**src/rtl/emd_pkg.sv**
```systemverilog
/*
 Shared constants of the disturbance-suppression and receive-config block:
 register indices, field positions, reset values and timing counts.
 Assumes a 20 MHz system clock and a 32-bit AHB-Lite register bus.
*/
package emd_pkg;
   // Register indices; byte address is four times the index
   localparam logic [7:0] EMD_IDX_DSC = 8'h05;
   localparam logic [7:0] EMD_IDX_SST = 8'h06;
   localparam logic [7:0] EMD_IDX_RC1 = 8'h0B;
   localparam logic [7:0] EMD_IDX_IRQ_STAT = 8'h10;
   localparam logic [7:0] EMD_IDX_IRQ_MASK = 8'h11;
   // Reset values
   localparam logic [7:0] EMD_RST_DSC = 8'h00;
   localparam logic [7:0] EMD_RST_SST = 8'h00;
   localparam logic [7:0] EMD_RST_RC1 = 8'h00;
   // Writable bits of each register
   localparam logic [7:0] EMD_WMASK_DSC = 8'hCF;
   localparam logic [7:0] EMD_WMASK_SST = 8'h1F;
   localparam logic [7:0] EMD_WMASK_RC1 = 8'hFF;
   // Field positions
   localparam int EMD_DSC_EN = 7;
   localparam int EMD_DSC_TOL = 6;
   localparam int EMD_RC1_CHSEL = 7;
   // Interrupt status bit positions
   localparam int EMD_IRQ_W = 4;
   localparam int EMD_IRQ_RXS = 0;
   localparam int EMD_IRQ_SOFT = 1;
   localparam int EMD_IRQ_RESTART = 2;
   localparam int EMD_IRQ_FERR = 3;
   // Quarter etu at 106 kb/s (32 carrier periods) in ns, and clock period
   localparam int EMD_QETU_NS = 2360;
   localparam int EMD_CLK_NS = 50;
   // Longest time inside the step, so round down
   localparam int EMD_QETU_CYC = EMD_QETU_NS / EMD_CLK_NS;
   // AHB transfer type bit that marks an active transfer
   localparam int EMD_HTRANS_ACT = 1;
endpackage

```
**src/rtl/emd_rx_config.sv**
```systemverilog
/*
 Receive-side disturbance suppression and receiver configuration.
 Holds three byte registers plus interrupt status and mask on AHB-Lite,
 judges receive start, short-frame suppression and the subcarrier start
 check. Assumes frame events come from receive logic on hclk.
*/
// Design decision made here: the AHB-Lite interface to the registers.
// Operation
// - Suppression acts only while enable bit set
// - Tolerance 0: A106 start needs error-free first nibble
// - Tolerance 1: start despite nibble error, A106
// - Short erroneous frame below threshold is suppressed
// - Start time field counts quarter etu steps
// - Start time check only for B 106k
// - Early subcarrier without suppression raises soft error
// - Early subcarrier with suppression: discard, restart
// - Channel select: 0 AM, 1 PM
// - One channel enabled: select picks powered one
// - Both enabled, manual: select picks framing
// - Low-pass code passed to filter unchanged
// - Four zero-setting bits drive analog path
// - Checksum skip accepts frames without checking
`timescale 1ns/1ps
module emd_rx_config
   import emd_pkg::*;
#(
   parameter int QETU_CYC = EMD_QETU_CYC
)(
   input wire logic hclk,
   input wire logic hresetn,
   input wire logic hsel,
   input wire logic [31:0] haddr,
   input wire logic [1:0] htrans,
   input wire logic hwrite,
   input wire logic [2:0] hsize,
   input wire logic [31:0] hwdata,
   input wire logic hready,
   output logic [31:0] hrdata,
   output logic hreadyout,
   output logic hresp,
   input wire logic iso_a106,
   input wire logic iso_b106,
   input wire logic crc_skip,
   input wire logic first4_done,
   input wire logic first4_err,
   input wire logic mrt_expired,
   input wire logic subcarrier_seen,
   input wire logic frame_end,
   input wire logic frame_err,
   input wire logic crc_err,
   input wire logic [7:0] frame_len,
   input wire logic op_am_en,
   input wire logic op_pm_en,
   input wire logic manual_select,
   input wire logic auto_pick_pm,
   output logic rx_start,
   output logic frame_accept,
   output logic frame_suppress,
   output logic am_power,
   output logic pm_power,
   output logic framing_pm,
   output logic [2:0] lowpass_code,
   output logic zero_setting_high,
   output logic zero_setting_mid_high,
   output logic zero_setting_mid_low,
   output logic zero_setting_low,
   output logic irq
);
   localparam int QW = (QETU_CYC > 1) ? $clog2(QETU_CYC) : 1;

   logic [7:0] dsc; // Suppression config
   logic [7:0] sst; // Subcarrier start time
   logic [7:0] rc1; // Receiver config one
   logic [EMD_IRQ_W-1:0] irq_stat; // Sticky events
   logic [EMD_IRQ_W-1:0] irq_mask; // Interrupt enables
   logic wr_pend; // Write data phase pending
   logic rd_pend; // Read wait state pending
   logic [7:0] ph_idx; // Index latched at address phase
   logic armed; // Start time window open
   logic [QW-1:0] qdiv; // Quarter etu prescaler
   logic [4:0] qcnt; // Elapsed quarter etu, saturating

   // Address phase decode
   wire addr_ok = hsel && htrans[EMD_HTRANS_ACT] && hready;
   wire [7:0] a_idx = haddr[9:2];
   wire a_hit = haddr[31:10] == 22'h0;
   // Data phase write strobes
   wire wr_dsc = wr_pend && ph_idx == EMD_IDX_DSC;
   wire wr_sst = wr_pend && ph_idx == EMD_IDX_SST;
   wire wr_rc1 = wr_pend && ph_idx == EMD_IDX_RC1;
   wire wr_stat = wr_pend && ph_idx == EMD_IDX_IRQ_STAT;
   wire wr_mask = wr_pend && ph_idx == EMD_IDX_IRQ_MASK;

   // Config fields
   wire emd_en = dsc[EMD_DSC_EN];
   wire tol = dsc[EMD_DSC_TOL];
   wire [3:0] thld = dsc[3:0];
   wire channel_select = rc1[EMD_RC1_CHSEL];

   // Receive start decision
   wire start_ok = !iso_a106 || !first4_err || tol;
   wire start_ev = first4_done && start_ok;
   // Frame errors; checksum ignored while skip set
   wire any_err = frame_err || (crc_err && !crc_skip);
   wire short_fr = frame_len < {4'h0, thld};
   // Suppression only with enable set
   wire sup_short = frame_end && emd_en && any_err && short_fr;
   // Early subcarrier, B 106k only
   wire early = iso_b106 && armed && subcarrier_seen
      && qcnt < sst[4:0];
   wire early_soft = early && !emd_en;
   wire early_rst = early && emd_en;
   wire q_tick = qdiv == QW'(QETU_CYC - 1);

   // Event vector for the status register
   wire [EMD_IRQ_W-1:0] ev = {frame_end && any_err && !sup_short,
      early_rst || sup_short, early_soft, start_ev};
   wire [EMD_IRQ_W-1:0] next_stat =
      (irq_stat & ~(wr_stat ? hwdata[EMD_IRQ_W-1:0] : '0)) | ev;

   // Read mux, reserved bits zero
   wire [7:0] rd_byte =
      ph_idx == EMD_IDX_DSC ? dsc :
      ph_idx == EMD_IDX_SST ? sst :
      ph_idx == EMD_IDX_RC1 ? rc1 :
      ph_idx == EMD_IDX_IRQ_STAT ? {4'h0, irq_stat} :
      ph_idx == EMD_IDX_IRQ_MASK ? {4'h0, irq_mask} : 8'h00;

   // Channel power and framing selection
   wire one_ch = op_am_en ^ op_pm_en;
   // Single channel mode: the select bit picks which one is powered
   wire next_am = one_ch ? !channel_select : op_am_en;
   wire next_pm = one_ch ? channel_select : op_pm_en;
   wire next_fpm = one_ch ? channel_select :
      manual_select ? channel_select : auto_pick_pm;

   // Bus phase tracking and answer
   always_ff @(posedge hclk or negedge hresetn)
   begin
      if (!hresetn)
      begin
         wr_pend <= 1'b0;
         rd_pend <= 1'b0;
         ph_idx <= 8'h00;
         hreadyout <= 1'b1;
         hrdata <= 32'h0;
         hresp <= 1'b0;
      end
      else
      begin
         hresp <= 1'b0;
         wr_pend <= addr_ok && hwrite && a_hit;
         rd_pend <= addr_ok && !hwrite;
         // Reads insert one wait state
         hreadyout <= !(addr_ok && !hwrite);
         if (addr_ok)
            ph_idx <= a_hit ? a_idx : 8'hFF;
         if (rd_pend)
            hrdata <= {24'h0, rd_byte};
      end
   end

   // Software registers, reserved bits masked
   always_ff @(posedge hclk or negedge hresetn)
   begin
      if (!hresetn)
      begin
         dsc <= EMD_RST_DSC;
         sst <= EMD_RST_SST;
         rc1 <= EMD_RST_RC1;
         irq_mask <= '0;
      end
      else
      begin
         if (wr_dsc)
            dsc <= hwdata[7:0] & EMD_WMASK_DSC;
         if (wr_sst)
            sst <= hwdata[7:0] & EMD_WMASK_SST;
         if (wr_rc1)
            rc1 <= hwdata[7:0] & EMD_WMASK_RC1;
         if (wr_mask)
            irq_mask <= hwdata[EMD_IRQ_W-1:0];
      end
   end

   // Sticky status, set wins over clear
   always_ff @(posedge hclk or negedge hresetn)
   begin
      if (!hresetn)
      begin
         irq_stat <= '0;
         irq <= 1'b0;
      end
      else
      begin
         irq_stat <= next_stat;
         irq <= |(next_stat & irq_mask);
      end
   end

   // Quarter etu timer from mask-receive timer expiry
   always_ff @(posedge hclk or negedge hresetn)
   begin
      if (!hresetn)
      begin
         armed <= 1'b0;
         qdiv <= '0;
         qcnt <= 5'h00;
      end
      else if (mrt_expired)
      begin
         // Restart the window
         armed <= 1'b1;
         qdiv <= '0;
         qcnt <= 5'h00;
      end
      else
      begin
         // One check per window
         if (subcarrier_seen || frame_end)
            armed <= 1'b0;
         qdiv <= q_tick ? '0 : qdiv + 1'b1;
         if (q_tick && qcnt != 5'h1F)
            qcnt <= qcnt + 5'h01;
      end
   end

   // Frame verdict and channel outputs
   always_ff @(posedge hclk or negedge hresetn)
   begin
      if (!hresetn)
      begin
         rx_start <= 1'b0;
         frame_accept <= 1'b0;
         frame_suppress <= 1'b0;
         am_power <= 1'b0;
         pm_power <= 1'b0;
         framing_pm <= 1'b0;
      end
      else
      begin
         rx_start <= start_ev;
         frame_accept <= frame_end && !sup_short;
         frame_suppress <= sup_short || early_rst;
         am_power <= next_am;
         pm_power <= next_pm;
         framing_pm <= next_fpm;
      end
   end

   // Analog path controls come straight from the register
   assign lowpass_code = rc1[6:4];
   assign zero_setting_high = rc1[3];
   assign zero_setting_mid_high = rc1[2];
   assign zero_setting_mid_low = rc1[1];
   assign zero_setting_low = rc1[0];
endmodule

```
**config.mk**
```make
export PLATFORM = sky130hd
export DESIGN_NAME = emd_rx_config
export DESIGN_NICKNAME = d
export VERILOG_FILES = /design/src/rtl/emd_pkg.sv /design/src/rtl/emd_rx_config.sv
export SDC_FILE = /design/constraint.sdc
export NUM_CORES = 1
export LEC_CHECK = 0
export ABC_AREA = 1
export ABC_CLOCK_PERIOD_IN_PS = 2300
export BUFFER_PORTS_ARGS = -buffer_cell sky130_fd_sc_hd__buf_2
export CAP_MARGIN = 0
export CORE_UTILIZATION = 50
export DETAILED_ROUTE_END_ITERATION = 8
export GPL_TIMING_DRIVEN = 1
export PLACE_DENSITY = 0.82
export RECOVER_POWER = 100
export SETUP_SLACK_MARGIN = 0.2
export SLEW_MARGIN = 20
export SYNTH_ARGS = -nofsm -noshare
export SYNTH_HDL_FRONTEND = slang
export SYNTH_SLANG_ARGS = --single-unit
```
**constraint.sdc**
```tcl
create_clock -name hclk -period 2.3 [get_ports hclk]
set_input_delay 0.115 -clock hclk [delete_from_list [all_inputs] [get_ports hclk]]
set_output_delay 0.115 -clock hclk [all_outputs]
set_load 0.01 [all_outputs]
```
==> results.yml <==
run_status:
  outcome: "completed"
cells_and_area:
  fin_nets: 636
  stdcell_area_um2: 4060
  antenna_cells: 0
  utilization_pct: 59.8
  fin_cells: 630
  layout-drive-gt1-share_pct: 18.2
  area_growth_pct: 15.1
clock_tree:
  cts_resized: 0
  insertion_delay_ns: 0.35
  cts_made_buffers: 9
  cts_root_buf: "clkbuf_8"
  cts.path.max_buffers: 2
  cts_tree: "yes"
  htreeDepth: 3
  ctsHoldBuffers: 3
  cts_setup_buffers: 0
  clock_sinks: 65
  path_clk_slew_ns: 0.07
logic_synthesis:
  synth_ff_type: "dfrtp_1"
  synth_common_cells: "nand2_1 (98), dfrtp_1 (64), nor2_1 (56)"
  yosys.area.top_type: "dfrtp_1"
  synth-edff-count: 0
  synth_seq_area_share_pct: 46.1
  synth_most_common_cell: "nand2_1"
  yosysWarnings: 0
  ys_seq_elements: 65
  synth_cell_types: 41
  syn_area_per_cell_um2: 8.10
  synth_top_cell_area_share_pct: 45.4
  syn-cell-area_um2: 3530
  netlist_instances: 436
  synth_area_leaders: "dfrtp_1 (45%), nand2_1 (10%), buf_4 (6.0%)"
  ys_async_sr_fraction_pct: 100
drt:
  via_per_inst: 4.84
  wl_um: 7670
  drt_first_pass_iters: 4
  detail_route.wl_per_cell_um: 12.2
  ant_nets: 0
  via_count: 3052
  drcViolationCount: 0
  first_iter_violations: 207
sta:
  setup-tns-final_ns: 0
  min_period_ns: 1.86
  setup_viol: 0
  final_hold_viol_count: 0
  period_share_pct: 81.1
  relSlewSlack_pct: 6.83
  max_freq_mhz: 536
  finalMaxSlewViolations: 0
  tightest_slew_ns: 1.40
  skew_ns: 0.0105
  rsz0062_at_grt: "false"
  setup_ws_ns: 0.436
die:
  die_h_um: 86.0
  dieArea_um2: 7400
  die_w_um: 86.0
  rows: 30
  core_area_um2: 6790
  pin_count: 144
  start_util_pct: 52.0
placement:
  placed_cells: 611
  dp_hpwl_um: 5710
  gp_congestion: 0.840
  io_buffers: 88
  post-place-ws_ns: 0.692
  place_area_um2: 3950
grt:
  grt_overflow_total: 0
  grt_pass1_wl_um: 12500
  antenna_found_initial: 0
  grt_pass1_vias: 2861
  track_usage_pct: 22.0
  grt_max_degree: 42
worst_setup_path:
  cp.arrival_ns: 2.06
  end_kind: "flop"
  critPathMaxFanout: 12
  required_ns: 2.50
  cp-start-kind: "flop"
  criticalPathCategory: "flop to flop"
min_path:
  hp-class: "primary input to flop"
job:
  max_cap_violations: 0
power_and_ir_drop:
  irDropWorstVdd_uv: 311
  pwr_density_cell_nw_per_um2: 553
  p_leak_nw: 2.29
critical path: stages, from the launching register on:
cell and delay [ns]:
dfrtp_1 0.43, inv_1 0.08, nor2_1 0.16, nand3_2 0.18, nor2_4 0.23, nand2_1 0.38
nand2_1 0.17, o21ai_0 0.10
metal layers:
layer	up-vias	share of wire [%]	GRT usage, %	wire [µm]
met1	1404	40	26.1	3070
met3	16	7.2	5.10	550
met4	0	1.9	12.3	142
li1	1503	-	-	-
met5	-	0	0	0
met2	129	51	36.9	3910
registers in the layout (all words and copies together) (netlist names), 4 cells and up:
| name | flops |
|---|---|
| hrdata | 8 |
| irq_mask | 4 |
| qdiv | 6 |
| sst | 5 |
| qcnt | 5 |
| rc1 | 8 |
| irq_stat | 4 |
| dsc | 6 |
| ph_idx | 8 |
area by class of cell:
class,count,area (µm²)
fillers,639,2730
flip-flops and latches,65,1630
multi-input cells,303,1480
repair buffers,92,459
inverters,58,219
clock buffers,12,135
well taps,96,120
clock inverters,4,20.0
placed cells by master, fill, tap and decap left out, drive strengths merged, types with 2 or more instances in the layout:
cell type,n
nor2,60
xor2,2
clkbuf,37
dfrtp,64
a21oi,9
buf,64
nand4,3
ha,11
nand2,101
or2,9
nor4,5
inv,56
nor3,3
dlygate4sd3,3
and2,3
clkinv,5
o21ai,26
nand3,37
conb,25
and3,2
nand3b,2
report_power, final:
part	leakage (nW)	internal [W]	switching [W]
registers	0.692	0.00118	0.0000247
logic	1.51	0.0000933	0.000140
clock network	0.0839	0.000384	0.000421
total	2.29	0.00166	0.000586
through the flow:
step / hold WS [ns] / total power (W)
floorplan: -0.181 / 0.00137
global placement: 0.137 / 0.00146
detailed placement: 0.138 / 0.00147
CTS: 0.00530 / 0.00227
global route: 0.0134 / 0.00235
finish: 0.0137 / 0.00225
cells by family after synthesis:
group                      Yosys count  share of synthesized area (%)
and+or+nand+nor                    226                           29.4
DFF                                 65                           46.1
muxes                                1                          0.284
AOI/OAI and AO/OA                   37                           6.17
adders and majority gates           11                           3.90
buffers and inverters               92                           13.3
other                                1                          0.106
xor gates and xnor gates             3                          0.745
worst paths after layout:
kind / start / to / depth (start not counted) / slack (ns)
worst min-delay path: hwdata[5] / rc1[5] / 3 / 0.01
worst max register to register: ph_idx[2] / dsc[2] / 7 / 0.44
worst min register to register: qdiv[0] / qdiv[0] / 1 / 0.50
min in group asynchronous: hresetn / pm_power / 2 / 0.61
worst max-delay path: ph_idx[2] / dsc[2] / 7 / 0.44
max in group asynchronous: hresetn / hreadyout / 3 / 0.76
(Power assumes the default switching activity.)
